===== config.mk =====
export PLATFORM = sky130hd
export DESIGN_NAME = vdc_control
export DESIGN_NICKNAME = d
export VERILOG_FILES = /design/src/pkg/vdc_pkg.sv /design/src/verilog/vdc_sample_pipe.sv /design/src/verilog/vdc_control.sv
export SDC_FILE = /design/constraint.sdc
export NUM_CORES = 1
export LEC_CHECK = 0
export ABC_AREA = 0
export BUFFER_PORTS_ARGS = -buffer_cell sky130_fd_sc_hd__buf_2
export CAP_MARGIN = 40
export CORE_ASPECT_RATIO = 2
export CORE_MARGIN = 2
export CORE_UTILIZATION = 35
export DETAILED_ROUTE_END_ITERATION = 8
export PLACE_DENSITY = 0.54
export SETUP_SLACK_MARGIN = 0.1
export SYNTH_ARGS = -nofsm -noshare
export SYNTH_HDL_FRONTEND = slang
export SYNTH_SLANG_ARGS = --single-unit

===== constraint.sdc =====
create_clock -name ref_clk -period 3.9 [get_ports ref_clk]
set_input_delay 0.39 -clock ref_clk [delete_from_list [all_inputs] [get_ports ref_clk]]
set_output_delay 0.39 -clock ref_clk [all_outputs]
set_load 0.05 [all_outputs]

===== src/pkg/vdc_pkg.sv =====
// shared constants and types for the video digitizer control block
package vdc_pkg;
	// register addresses on the serial port
	localparam logic [7:0] VDC_ADDR_PUMP  = 8'h0c;
	localparam logic [7:0] VDC_ADDR_CFG2  = 8'h0d;
	localparam logic [7:0] VDC_ADDR_TEST  = 8'h0f;
	// reset values
	localparam logic [7:0] VDC_RST_PUMP   = 8'h24;
	localparam logic [7:0] VDC_RST_CFG2   = 8'h00;
	localparam logic [7:0] VDC_RST_TEST   = 8'h00;
	localparam logic [7:0] VDC_RST_DLY    = 8'h80;
	localparam logic [7:0] VDC_RST_WID    = 8'h80;
	// field positions
	localparam int VDC_PUMP_LO  = 2;
	localparam int VDC_OSC_LO   = 5;
	localparam int VDC_VER_LO   = 1;
	localparam int VDC_STEER_B  = 4;
	// arbitrary die version value
	localparam logic [2:0] VDC_SILICON_VERSION = 3'h1;
	// latency: five clock periods from sample to output
	localparam int VDC_LATENCY  = 5;
	localparam int VDC_PHASE_STEPS = 32;
	localparam logic [7:0] VDC_OFFSET_ZERO = 8'h1f;

	typedef struct packed {
		logic [7:0] red;
		logic [7:0] green;
		logic [7:0] blue;
	} vdc_pixel_t;

	typedef struct packed {
		logic       write;
		logic       read;
		logic [7:0] addr;
		logic [7:0] wdata;
	} vdc_regreq_t;

	typedef enum logic [1:0] {
		VDC_CLAMP_IDLE  = 2'b00,
		VDC_CLAMP_DELAY = 2'b01,
		VDC_CLAMP_PULSE = 2'b10
	} vdc_clamp_state_t;
endpackage


===== src/verilog/vdc_sample_pipe.sv =====
// fixed-latency sample pipeline with even/odd port steering
`timescale 1ns/1ps
module vdc_sample_pipe (
	// clock and reset
	input  wire logic              ref_clk,
	input  wire logic              reset_n,
	// control
	input  wire logic              lineStart,
	input  wire logic              dualPort,
	input  wire logic              steerSelect,
	// samples
	input  wire logic              sampleValid,
	input  wire vdc_pkg::vdc_pixel_t sampleIn,
	// outputs
	output vdc_pkg::vdc_pixel_t    portA,
	output vdc_pkg::vdc_pixel_t    portB,
	output logic                   outValid
);
	import vdc_pkg::*;

	vdc_pixel_t pipe [VDC_LATENCY];
	logic       pipeValid [VDC_LATENCY];
	logic       pipeOdd [VDC_LATENCY];
	logic       oddSample;
	logic       next_oddSample;
	vdc_pixel_t next_portA;
	vdc_pixel_t next_portB;

	// first sample after line start counts as 1 (odd)
	always_comb begin
		next_oddSample = oddSample;
		// a sample taken on the line start edge is the odd one, so the next is even
		if (lineStart)
			next_oddSample = !sampleValid;
		else if (sampleValid)
			next_oddSample = ~oddSample;
	end

	// a sample lands on the ports five clocks after it was taken
	genvar i;
	generate
		for (i = 0; i < VDC_LATENCY; i++) begin : g_stage
			// first stage split off so no index below zero is ever elaborated
			if (i == 0) begin : g_first
				always_ff @(posedge ref_clk) begin
					if (!reset_n) begin
						pipe[i]      <= '0;
						pipeValid[i] <= 1'b0;
						pipeOdd[i]   <= 1'b0;
					end else begin
						pipe[i]      <= sampleIn;
						pipeValid[i] <= sampleValid;
						pipeOdd[i]   <= lineStart ? 1'b1 : oddSample;
					end
				end
			end else begin : g_next
				always_ff @(posedge ref_clk) begin
					if (!reset_n) begin
						pipe[i]      <= '0;
						pipeValid[i] <= 1'b0;
						pipeOdd[i]   <= 1'b0;
					end else begin
						pipe[i]      <= pipe[i-1];
						pipeValid[i] <= pipeValid[i-1];
						pipeOdd[i]   <= pipeOdd[i-1];
					end
				end
			end
		end
	endgenerate

	logic toPortA;
	always_comb begin
		// steering 0: even to A; 1: odd to A
		toPortA    = !dualPort || (pipeOdd[VDC_LATENCY-1] == steerSelect);
		next_portA = portA;
		next_portB = portB;
		if (pipeValid[VDC_LATENCY-1]) begin
			if (toPortA)
				next_portA = pipe[VDC_LATENCY-1];
			else
				next_portB = pipe[VDC_LATENCY-1];
		end
	end

	always_ff @(posedge ref_clk) begin
		if (!reset_n) begin
			oddSample <= 1'b0;
			portA     <= '0;
			portB     <= '0;
			outValid  <= 1'b0;
		end else begin
			oddSample <= next_oddSample;
			portA     <= next_portA;
			portB     <= next_portB;
			outValid  <= pipeValid[VDC_LATENCY-1];
		end
	end
endmodule


===== src/verilog/vdc_control.sv =====
// control logic of the three-channel video digitizer
`timescale 1ns/1ps
// Behaviour
// - pump_current_select bits 4-2 pick charge pump current 50..500 uA.
// - oscillator_range_select bits 6-5 pick oscillator range.
// - second configuration bits 3-1 read die version, writes ignored.
// - port_steering_select routes even/odd samples to ports A and B.
// - access to register 0F never acknowledged.
// - clamp pulse applied per channel, source chosen by ext_clamp_select.
// - internal pulse start from hold_pulse_delay, length from hold_pulse_width.
// - external source with inactive hold input disables the clamp.
// - gain code 0, 66h, FFh give 500, 700, 1000 mV full scale.
// - offset code shifts output by thirty-one minus the code.
// - sample strobe delayed by 0..31 steps of 11.25 degrees.
// - data and output strobes shift together with sampling strobe.
// - sample reaches outputs five clock periods after capture.
// - ext_clamp_select picks internal or external; polarity 0 active low.
// - delay counted from sync trailing edge, width in pixels.
module vdc_control (
	// clock and reset
	input  wire logic                ref_clk,
	input  wire logic                reset_n,
	// serial port register access
	input  vdc_pkg::vdc_regreq_t     regReq,
	output logic [7:0]               regRdata,
	output logic                     regAck,
	// settings held elsewhere in the register map
	input  wire logic                ext_clamp_select,
	input  wire logic                ext_hold_polarity,
	input  wire logic                dualPort,
	input  wire logic [7:0]          hold_pulse_delay,
	input  wire logic [7:0]          hold_pulse_width,
	input  wire logic [4:0]          sample_delay_steps,
	input  wire logic [7:0]          red_gain_code,
	input  wire logic [7:0]          green_gain_code,
	input  wire logic [7:0]          blue_gain_code,
	input  wire logic [5:0]          red_offset_code,
	input  wire logic [5:0]          green_offset_code,
	input  wire logic [5:0]          blue_offset_code,
	// timing inputs
	input  wire logic                lineSync,
	input  wire logic                extHoldIn,
	input  wire logic                sampleValid,
	input  vdc_pkg::vdc_pixel_t      sampleIn,
	// analog control outputs
	output logic [2:0]               pump_current_select,
	output logic [1:0]               oscillator_range_select,
	output logic                     clampActive,
	output logic                     internal_level_hold_pulse,
	output logic [4:0]               strobeDelay,
	output logic [23:0]              gainCodes,
	output logic [23:0]              offsetShift,
	// data outputs
	output vdc_pkg::vdc_pixel_t      portA,
	output vdc_pkg::vdc_pixel_t      portB,
	output logic                     outValid,
	output logic                     output_data_strobe
);
	import vdc_pkg::*;

	logic [7:0] pumpReg, next_pumpReg;
	logic [7:0] cfg2Reg, next_cfg2Reg;
	logic [7:0] testReg, next_testReg;
	logic [7:0] next_regRdata;

	always_comb begin
		next_pumpReg  = pumpReg;
		next_cfg2Reg  = cfg2Reg;
		next_testReg  = testReg;
		next_regRdata = regRdata;
		if (regReq.write) begin
			case (regReq.addr)
				VDC_ADDR_PUMP: next_pumpReg = regReq.wdata;
				VDC_ADDR_CFG2: next_cfg2Reg = regReq.wdata;
				VDC_ADDR_TEST: next_testReg = regReq.wdata;
				default:       next_pumpReg = pumpReg;
			endcase
		end
		if (regReq.read) begin
			case (regReq.addr)
				VDC_ADDR_PUMP: next_regRdata = pumpReg;
				// version field overrides stored bits on read
				VDC_ADDR_CFG2: next_regRdata = {cfg2Reg[7:4], VDC_SILICON_VERSION,
					cfg2Reg[0]};
				VDC_ADDR_TEST: next_regRdata = testReg;
				default:       next_regRdata = 8'h00;
			endcase
		end
	end

	// test register never acknowledges; regAck high means acknowledged
	assign regAck = (regReq.write || regReq.read) && (regReq.addr != VDC_ADDR_TEST);

	always_ff @(posedge ref_clk) begin
		if (!reset_n) begin
			pumpReg  <= VDC_RST_PUMP;
			cfg2Reg  <= VDC_RST_CFG2;
			testReg  <= VDC_RST_TEST;
			regRdata <= 8'h00;
		end else begin
			pumpReg  <= next_pumpReg;
			cfg2Reg  <= next_cfg2Reg;
			testReg  <= next_testReg;
			regRdata <= next_regRdata;
		end
	end

	// 101 and 111 both mean 500 uA in the analog pump; 110 passes as is
	assign pump_current_select     = pumpReg[VDC_PUMP_LO +: 3];
	assign oscillator_range_select = pumpReg[VDC_OSC_LO +: 2];

	// internal clamp pulse from sync trailing edge
	vdc_clamp_state_t state, next_state;
	logic [7:0] pixCount, next_pixCount;
	logic       syncPrev;
	logic       syncTrail;

	assign syncTrail = syncPrev && !lineSync;

	always_comb begin
		next_state    = state;
		next_pixCount = pixCount;
		// every sync trailing edge restarts the count, so a stale line cannot shift it
		if (syncTrail) begin
			next_pixCount = hold_pulse_delay;
			next_state    = VDC_CLAMP_DELAY;
			if (hold_pulse_delay == 8'h00) begin
				next_state    = VDC_CLAMP_PULSE;
				next_pixCount = hold_pulse_width;
			end
		end else begin
			case (state)
				VDC_CLAMP_IDLE: begin
					next_state = VDC_CLAMP_IDLE;
				end
				VDC_CLAMP_DELAY: begin
					if (sampleValid) begin
						if (pixCount == 8'h01) begin
							next_state    = VDC_CLAMP_PULSE;
							next_pixCount = hold_pulse_width;
						end else
							next_pixCount = pixCount - 8'h01;
					end
				end
				VDC_CLAMP_PULSE: begin
					if (pixCount == 8'h00)
						next_state = VDC_CLAMP_IDLE;
					else if (sampleValid) begin
						next_pixCount = pixCount - 8'h01;
						if (pixCount == 8'h01)
							next_state = VDC_CLAMP_IDLE;
					end
				end
				default: begin
					next_state    = VDC_CLAMP_IDLE;
					next_pixCount = 8'h00;
				end
			endcase
		end
	end

	always_ff @(posedge ref_clk) begin
		if (!reset_n) begin
			state    <= VDC_CLAMP_IDLE;
			pixCount <= 8'h00;
			syncPrev <= 1'b0;
		end else begin
			state    <= next_state;
			pixCount <= next_pixCount;
			syncPrev <= lineSync;
		end
	end

	assign internal_level_hold_pulse = (state == VDC_CLAMP_PULSE) && (pixCount != 8'h00);

	// external input active at selected polarity; inactive level disables clamp
	logic extActive;
	assign extActive   = ext_hold_polarity ? extHoldIn : !extHoldIn;
	assign clampActive = ext_clamp_select ? extActive : internal_level_hold_pulse;

	// gain codes pass straight to the reference converters
	assign gainCodes = {red_gain_code, green_gain_code, blue_gain_code};

	// digital shift equals 31 minus code, two's complement
	always_comb begin
		offsetShift[23:16] = VDC_OFFSET_ZERO - {2'b00, red_offset_code};
		offsetShift[15:8]  = VDC_OFFSET_ZERO - {2'b00, green_offset_code};
		offsetShift[7:0]   = VDC_OFFSET_ZERO - {2'b00, blue_offset_code};
	end

	// one delay drives sampling and data strobes so they move together
	assign strobeDelay = sample_delay_steps;

	logic lineStart;
	assign lineStart = lineSync && !syncPrev;

	vdc_sample_pipe u_pipe (
		.ref_clk     (ref_clk),
		.reset_n     (reset_n),
		.lineStart   (lineStart),
		.dualPort    (dualPort),
		.steerSelect (cfg2Reg[VDC_STEER_B]),
		.sampleValid (sampleValid),
		.sampleIn    (sampleIn),
		.portA       (portA),
		.portB       (portB),
		.outValid    (outValid)
	);

	assign output_data_strobe = outValid;
endmodule


# --- After elaboration in Yosys (flattened, before gate mapping) ---
# Memory sizes are Yosys's and may differ from the RTL's.
# Cells that the tools add are included.
word_totals:
  regBits: 93
  ramBits: 130
  inputBits: 113
  out_inout_bits: 119
  wordCells: 115
  mem_count: 3
memory_table:
  columns: ["memory", "depth", "width", "rd", "rd_clocked_by_memory_dff", "write_ports", "line_no", "rtl"]
  rows:
  - ["u_pipe.pipe", 5, 24, 5, 0, 5, "vdc_sample_pipe.sv:21", "vdc_pixel_t pipe [VDC_LATENCY];"]
  - ["u_pipe.pipeOdd", 5, 1, 5, 0, 5, "vdc_sample_pipe.sv:23", "logic pipeOdd [VDC_LATENCY];"]
  - ["u_pipe.pipeValid", 5, 1, 5, 0, 5, "vdc_sample_pipe.sv:22", "logic pipeValid [VDC_LATENCY];"]
op_classes:
  addsub: 4
  eq_ne: 15
  mux: 38
  bitwise: 17
  reduce_logical: 23
op_table:
  columns: ["operator", "count"]
  rows:
  - ["$mux 24", 5]
  - ["$mux 8", 6]
  - ["$pmux 8 s3", 2]
  - ["$eq 8x4->1 const B", 3]
  - ["$sub 5x6->7 const A", 3]
  - ["$mux 1", 17]
  - ["$logic_not 8->1", 2]
  - ["$or 1x1->1", 15]
  - ["$mux 2", 7]
  - ["$ne 3x3->1 const B", 4]
  - ["$reduce_and 2->1", 5]
  - ["$eq 8x1->1 const B", 1]
  - ["$ne 4x4->1 const B", 2]
  - ["$ne 8x4->1 const B", 1]
  - ["$reduce_and 4->1", 2]
  - ["$reduce_bool 8->1", 1]
  - ["$sub 8x1->8 const B", 1]
  - ["$logic_not 1->1", 5]
  - ["$logic_and 1x1->1", 4]
  - ["$pmux 2 s2", 1]
  - ["$eq 2x1->1 const B", 1]
  - ["$eq 2x2->1 const B", 1]
  - ["$logic_not 2->1", 1]
  - ["$logic_or 1x1->1", 2]
  - ["4 further kinds", 5]

# --- Logic depth before layout (Yosys ltp) ---
# Gate-level depths: netlist of run 1.
depth:
  word_depth: 6
  ltp_mapped: 8
  depth_no_buf: 7

# --- By module ---
# A second synthesis of run 1 with hierarchy kept.
hier_totals:
  cells_unflattened: 858
  hier_area_um2: 8461.9
by_module_without_submodules:
  columns: ["module", "n_inst", "cells_each", "area_each_um2"]
  rows:
  - ["vdc_sample_pipe", 1, 553, 5890.6]
  - ["vdc_control", 1, 305, 2571.2]

# --- Least setup slack after synthesis of run 1 ---
# Ideal clock, no wire load.
synth_timing:
  path_kind: "register to output"
  from: "reg state[0]"
  to: "out clampActive"
  t_arrival_ps: 2643
  required_time_ps: 3510
  setup_slack_ps: 867
  stages_incl_launch_ff: 6
  n_path_buf: 1
  cell_sequence: "dfxtp_1 -> inv_1 -> ha_1 -> clkbuf_1 -> a21boi_0 -> mux2_2"
synth_between:
  elab_chain_cells: 3
synth_rtl:
  columns: ["item", "line_no", "rtl"]
  rows:
  - ["start, declared", "vdc_control.sv:113", "vdc_clamp_state_t state, next_state;"]
  - ["start signal, assigned", "vdc_control.sv:168", "state <= next_state;"]
  - ["$eq 2x2->1", "vdc_control.sv:174", "assign internal_level_hold_pulse = (state == VDC_CLAMP_PULSE) && (pixCount != 8'h00);"]
  - ["$logic_and 1x1->1", "vdc_control.sv:174", null]
  - ["net internal_level_hold_pulse", "vdc_control.sv:49", "output logic internal_level_hold_pulse,"]
  - ["$mux 1", "vdc_control.sv:179", "assign clampActive = ext_clamp_select ? extActive : internal_level_hold_pulse;"]
  - ["end, declared", "vdc_control.sv:48", "output logic clampActive,"]
# The timed path passes the listed nets, and every way through them passes these cells.

# --- Final worst setup path of run 1 ---
layout_timing:
  from: "reg pixCount[2]"
  to: "out clampActive"
layout_between:
  elab_chain_cells: 3
layout_rtl:
  columns: ["item", "line_no", "rtl"]
  rows:
  - ["start, declared", "vdc_control.sv:114", "logic [7:0] pixCount, next_pixCount;"]
  - ["start signal, assigned", "vdc_control.sv:169", "pixCount <= next_pixCount;"]
  - ["$reduce_bool 8->1", "vdc_control.sv:174", null]
  - ["$logic_and 1x1->1", "vdc_control.sv:174", null]
  - ["$mux 1", "vdc_control.sv:179", null]
# No other way between the ends.

==> results.sh, run 1 <==
export IMPL_drc_errors=0
export IMPL_hold_viol=0
export IMPL_clkTransAtPathRegs_ns=0.06
export IMPL_syn_avg_cell_area_sq_um=9.933
export IMPL_synth_seq_area_share_pct=55.49
export IMPL_start_kind="register"
export IMPL_synth_seq_cells=220
export IMPL_grt_antenna_before_repair=0
export IMPL_num_vias=5234
export IMPL_power_leakage_nw=4.131
export IMPL_cts_resized=0
export IMPL_grt_overflow=0
export IMPL_ir_drop_mv=0.3132
export IMPL_drive_gt1_share_pct=23.04
export IMPL_root_buffer="clkbuf_16"
export IMPL_rsz0062_at_grt="no"
export IMPL_place_port_buffers=161
export IMPL_synth_distinct_cells=48
export IMPL_powerDensity_nw_per_um2=510.0
export IMPL_layout_min_cycle_time_ns=2.821
export IMPL_skew_ns=0.01006
export IMPL_endpoint_kind="output pin"
export IMPL_slowest_delay_ns=0.59
export IMPL_cts_buffers=22
export IMPL_reg2reg_from="pixCount[2]$_SDFFE_PN0P_"
export IMPL_dpl_hpwl_mm=9.715
export IMPL_setup_tns_ns=0
export IMPL_relSlewSlack_pct=48.85
export IMPL_synth_area_sq_um=7936
export IMPL_cts_max_path_buffers=3
export IMPL_hold_ws_ns=0.09609
export IMPL_grt_total_usage_pct=11.68
export IMPL_synth_top_area_share_pct=55.49
export IMPL_cts_tree="built"
export IMPL_gp_routability_congestion=0.7644
export IMPL_drt_wirelength_per_cell_microns=12.09
export IMPL_tightest_slew_ns=0.7614
export IMPL_antennaDiodeCount=0
export IMPL_die_area_sq_um=23970
export IMPL_routed_wl_mm=14.51
export IMPL_holdBufCountCts=0
export IMPL_fillerInstances=2243
export IMPL_syn_num_nets=918
export IMPL_hold_start="sampleIn[1]"
export IMPL_synthToLayoutAreaGrowth_pct=19.71
export IMPL_first_pass_iters=4
export IMPL_min_to="u_pipe.pipe[0][1]$_SDFF_PN0_"
export IMPL_htreeDepth=1
export IMPL_synth_top_area_cell="dfxtp_1"
export IMPL_seq_area_sq_um=4404
export IMPL_timing_final_max_slew_violations=0
export IMPL_crit_chain="or4_4 > nor3_1 > a21boi_0 > mux2_2 > buf_2"
export IMPL_drtIter0Drc=263
export IMPL_grt_max_degree=168
export IMPL_synth_ff_type="dfxtp_1"
export IMPL_crit_family="simple AND/OR/NAND/NOR gates"
export IMPL_async_flop_share_pct=0
export IMPL_synth_cells=799
export IMPL_reg2reg_depth=5
export IMPL_fp_dieW_microns=110.5
export IMPL_crit_path_max_fanout=6
export IMPL_coreArea_sq_um=22450
export IMPL_final_antenna_net_count=0
export IMPL_status="finished clean"
export IMPL_cts_num_sinks=220
export IMPL_grt_pass1_vias=5068
export IMPL_cp_num_buf_inv=1
export IMPL_die_y_microns=217.0
export IMPL_timing_fmax_mhz=354.5
export IMPL_cp_arrival_ns=2.43
export IMPL_worstSetupPathType="register to output pin"
export IMPL_finalSetupViolCount=0
export IMPL_num_rows=78
export IMPL_fin_crit_sh_pct=72.33
export IMPL_io_pins=232
export IMPL_holdPathStages=2
export IMPL_clk_latency_ns=0.50
export IMPL_r2r_end="pixCount[2]$_SDFFE_PN0P_"
export IMPL_initial_core_util_pct=35.36
export IMPL_via_per_inst=4.362
export IMPL_multi_input_area_sq_um=2949
export IMPL_fin_nets=1023
export IMPL_synthTopCellsByArea="dfxtp_1 55%, and2_1 11%, nand2_1 5.4%"
export IMPL_ys_warn_count=0
export IMPL_cts_setup_buffers=0
export IMPL_synth_enable_flop_cells=0
export IMPL_r2r_slack_ns=1.59
export IMPL_hold_path_class="input pin to register"
export IMPL_crit_slowest_cell="or4_4"
export IMPL_grt_pass1_wl_mm=24.27
export IMPL_worstPathRequired_ns=3.51
export IMPL_cap_violations=0
[cell families (layout without fill, tap and decap cells)]
group | count (synthesis) | after routing | share of synthesized area [%]
AOI/OAI and AO/OA | 117 | 117 | 10.82
xor gates and xnor gates | 8 | 8 | 0.8829
adders and majority gates | 6 | 6 | 0.9459
buffers and inverters | 109 | 230 | 7.347
DFF | 220 | 220 | 55.49
muxes | 30 | 30 | 3.894
and+or+nand+nor | 309 | 309 | 20.62
[power breakdown]
group | leakage (nW) | total [mW] | switching, mW | internal, mW
clock | 0.402 | 2.31 | 0.855 | 1.45
combinational | 1.94 | 0.232 | 0.130 | 0.101
sequential | 1.79 | 2.31 | 0.0140 | 2.29
[through the flow]
stage	cells	utilization (%)	worst slack (ns)	power [mW]	instance area (sq um)
final	1200	42.32	1.079	4.845	9500
after global routing	1200	42.32	0.9391	5.054	9500
after CTS	1200	42.32	1.055	4.939	9500
after detailed placement	1160	38.68	1.533	2.592	8682
after global placement	1156	38.41	1.588	2.589	8622
after floorplan	799	-	0.8671	2.614	7936
[synthesized netlist by cell type, types with 2 or more instances]
cell type,number
inv_1,24
and2_1,135
or4_1,3
ha_1,6
a21oi_1,12
nor2b_1,22
nand2_1,115
nand2b_1,5
a22oi_1,3
clkbuf_1,38
a22o_1,11
dfxtp_1,220
a211oi_1,4
o21ai_0,10
mux2_2,3
nor4_1,3
a21boi_0,54
or4_4,2
o2bb2ai_1,8
xnor2_1,3
xor2_1,5
nor2_1,7
buf_4,44
o21a_1,3
nor3b_1,2
nor3_1,5
nand3_1,5
o2111ai_1,2
mux2i_1,26
[how the worst max path moves through the flow]
stage / depth (start not counted) / end / start
floorplan: 5 / clampActive / state[0]$_SDFFE_PN0P_
global placement: 6 / pumpReg[5]$_SDFFE_PN1P_ / regReq[12]
detailed placement: 6 / pumpReg[2]$_SDFFE_PN1P_ / regReq[12]
CTS: 5 / clampActive / pixCount[2]$_SDFFE_PN0P_
global route: 5 / clampActive / pixCount[2]$_SDFFE_PN0P_
finish: 5 / clampActive / pixCount[2]$_SDFFE_PN0P_
[cell type report]
cell class              count  share of cell area [%]
multi-input cells         470                   31.04
flip-flops and latches    220                   46.36
repair buffers            166                   9.351
clock inverters            12                   2.160
clock buffers              28                   6.453
well taps                 280                   3.688
inverters                  24                  0.9482
[sequential cells by signal, summed over array words and instances, names as in the netlist, 2 cells and up]
name and count:
u_pipe.pipe 120, cfg2Reg 5, u_pipe.pipeOdd 5, u_pipe.portA 24, testReg 8, state 2, u_pipe.pipeValid 5, u_pipe.portB 24
pumpReg 8, pixCount 8, regRdata 8
[cells in the final DEF, fill, tap and decap left out, types with 2 or more instances in the layout]
| cell type | n |
|---|---|
| xnor2_1 | 3 |
| or4_4 | 2 |
| clkinv_2 | 4 |
| o21a_1 | 3 |
| clkbuf_1 | 2 |
| a211oi_1 | 4 |
| mux2_2 | 3 |
| nor2_1 | 7 |
| bufinv_16 | 5 |
| ha_1 | 6 |
| dfxtp_1 | 220 |
| clkbuf_16 | 22 |
| nor4_1 | 3 |
| o2111ai_1 | 2 |
| nor3b_1 | 2 |
| buf_8 | 4 |
| mux2i_1 | 26 |
| a21boi_0 | 54 |
| nand2b_1 | 5 |
| clkbuf_8 | 4 |
| a21oi_1 | 12 |
| xor2_1 | 5 |
| nor2b_1 | 22 |
| nor3_1 | 5 |
| buf_2 | 160 |
| inv_1 | 24 |
| o21ai_0 | 10 |
| a22o_1 | 11 |
| or4_1 | 3 |
| nand2_1 | 115 |
| o2bb2ai_1 | 8 |
| and2_1 | 135 |
| a22oi_1 | 3 |
| nand3_1 | 5 |
[routing by layer]
| metal | vias to the layer above | GRT usage [%] | part of all wire, % |
|---|---|---|---|
| met1 | 2278 | 15.68 | 48 |
| li1 | 2758 | - | - |
| met3 | 28 | 3.008 | 6.1 |
| met2 | 170 | 18.32 | 43 |
| met4 | 0 | 3.958 | 2.4 |
| met5 | - | 0 | 0 |
Note: power is estimated with default switching activity, not from simulation.
==> inputs of run 2 (changes only) <==
PLACE_DENSITY = 0.56   (was 0.54)
clock period = 2.5 ns   (was 3.9 ns; I/O delays follow)
==> run 2 against run 1 <==
- utilization is 1.0 points higher
- via count is 3.3% higher
- highest routed layer unchanged
- clock power is 39% higher
- first-iteration DRC count is 19% lower
- wire length is 2.1% higher
- power is 49% higher
- largest power group unchanged
- design area is 2.4% higher
==> results.sh, run 2 (synthesized netlist as in run 1, its figures left out) <==
export IMPL_endpoint_kind="register"
export IMPL_cts_buffers=21
export IMPL_cts_max_path_buffers=3
export IMPL_r2r_slack_ns=0.10
export IMPL_drt_wirelength_per_cell_microns=12.02
export IMPL_io_pins=232
export IMPL_coreArea_sq_um=22450
export IMPL_dpl_cell_count=1165
export IMPL_dp_slack_ns=0.2241
export IMPL_skew_ns=0.005638
export IMPL_multi_input_area_sq_um=2964
export IMPL_grt_pass1_wl_mm=24.80
export IMPL_htreeDepth=1
export IMPL_drc_errors=0
export IMPL_fillerInstances=2237
export IMPL_clkTransAtPathRegs_ns=0.06
export IMPL_start_kind="register"
export IMPL_relSlewSlack_pct=61.05
export IMPL_via_per_inst=4.390
export IMPL_die_y_microns=217.0
export IMPL_finalSetupViolCount=0
export IMPL_root_buffer="clkbuf_16"
export IMPL_status="finished clean"
export IMPL_fp_dieW_microns=110.5
export IMPL_top_register="u_pipe.pipe"
export IMPL_layout_common_cells="217 x dfxtp_1, 159 x buf_2, 135 x and2_1, 115 x nand2_1, 53 x a21boi_0"
export IMPL_layout_min_cycle_time_ns=2.398
export IMPL_hold_viol=0
export IMPL_timing_fmax_mhz=417.0
export IMPL_first_pass_iters=4
export IMPL_layout_cells_non_filler=1232
export IMPL_grt_max_degree=122
export IMPL_cp_arrival_ns=2.78
export IMPL_dpl_hpwl_mm=9.732
export IMPL_num_vias=5408
export IMPL_power_leakage_nw=4.227
export IMPL_grt_total_usage_pct=12.08
export IMPL_die_area_sq_um=23970
export IMPL_place_port_buffers=161
export IMPL_synthToLayoutAreaGrowth_pct=22.53
export IMPL_timing_final_max_slew_violations=0
export IMPL_routed_wl_mm=14.81
export IMPL_antennaDiodeCount=0
export IMPL_num_rows=78
export IMPL_fin_crit_sh_pct=95.92
export IMPL_tightest_slew_ns=0.5842
export IMPL_gp_routability_congestion=0.7671
export IMPL_drive_gt1_share_pct=23.53
export IMPL_final_common_cell="dfxtp_1"
export IMPL_crit_path_max_fanout=9
export IMPL_cap_violations=0
export IMPL_hold_path_class="input pin to register"
export IMPL_clk_latency_ns=0.49
export IMPL_worstSetupPathType="register to register"
export IMPL_grt_antenna_before_repair=0
export IMPL_largest_registers="u_pipe.pipe: 120 flops, u_pipe.portA: 24 flops, u_pipe.portB: 24 flops"
export IMPL_powerDensity_nw_per_um2=740.3
export IMPL_setup_ws_ns=0.1020
export IMPL_grt_pass1_vias=5160
export IMPL_drtIter0Drc=213
export IMPL_seq_area_sq_um=4410
export IMPL_setup_tns_ns=0
export IMPL_largest_reg_flops=120
export IMPL_cts_num_sinks=220
export IMPL_initial_core_util_pct=35.36
export IMPL_fin_nets=1057
export IMPL_cts_tree="built"
export IMPL_worstPathRequired_ns=2.89
export IMPL_grt_overflow=0
export IMPL_rsz0062_at_grt="yes"
export IMPL_final_antenna_net_count=0
export IMPL_ir_drop_mv=0.5837
[run 2: area by class of cell]
cell class	count	area share, %
repair buffers	201	12.30
well taps	280	3.603
clock inverters	10	1.184
inverters	24	0.9264
clock buffers	27	6.150
flip-flops and latches	220	45.36
multi-input cells	470	30.48
[run 2: where the power goes]
| part | internal, mW | leakage (nW) | switching, mW |
|---|---|---|---|
| clock network | 1.91 | 0.345 | 1.29 |
| logic | 0.193 | 2.09 | 0.214 |
| registers | 3.57 | 1.79 | 0.0214 |
| total | 5.67 | 4.23 | 1.53 |
[run 2: final timing paths]
| kind | depth (start not counted) | endpoint | from |
|---|---|---|---|
| worst max-delay path | 6 | pixCount[2]$_SDFFE_PN0P_ | pixCount[4]$_SDFFE_PN0P_ |
| worst min-delay path | 3 | pumpReg[5]$_SDFFE_PN1P_ | regReq[5] |
| worst max register to register | 6 | pixCount[2]$_SDFFE_PN0P_ | pixCount[4]$_SDFFE_PN0P_ |
| worst min register to register | 1 | u_pipe.pipeOdd[1]$_DFF_P_ | u_pipe.pipeOdd[0]$_DFF_P_ |
[run 2: layer usage]
metal	up-vias	GRT usage (%)	share of wire [%]
li1	2825	-	-
met1	2385	15.93	47
met2	166	19.02	44
met3	32	3.008	6.0
met4	0	4.792	2.8
met5	-	0	0
[run 2: stage by stage]
step                total power [mW]  util [%]  hold WS, ns  instance area [sq um]
floorplan                      4.079         -       0.3717                   7940
global placement               4.041     38.73       0.4156                   8693
detailed placement             4.046     38.73       0.4169                   8693
CTS                            7.335     43.28     0.001053                   9716
global route                   7.497     43.32      0.01379                   9724
finish                         7.199     43.32      0.02161                   9724
[run 2: what timing repair did]
item	in CTS	in global routing
cloned	0	0
hold buffers	26	0
pin swaps	3	3
buffers inserted	3	1
hold endpoints to repair	26	0
endpoints found under the setup margin	2	1
resized for setup	8	1
[run 2: critical path: stages (launching register included)]
cell	delay, ns
dfxtp_2	0.35
or4_4	0.56
buf_4	0.16
or4_4	0.50
mux2_4	0.33
a22o_1	0.17
a22o_1	0.22
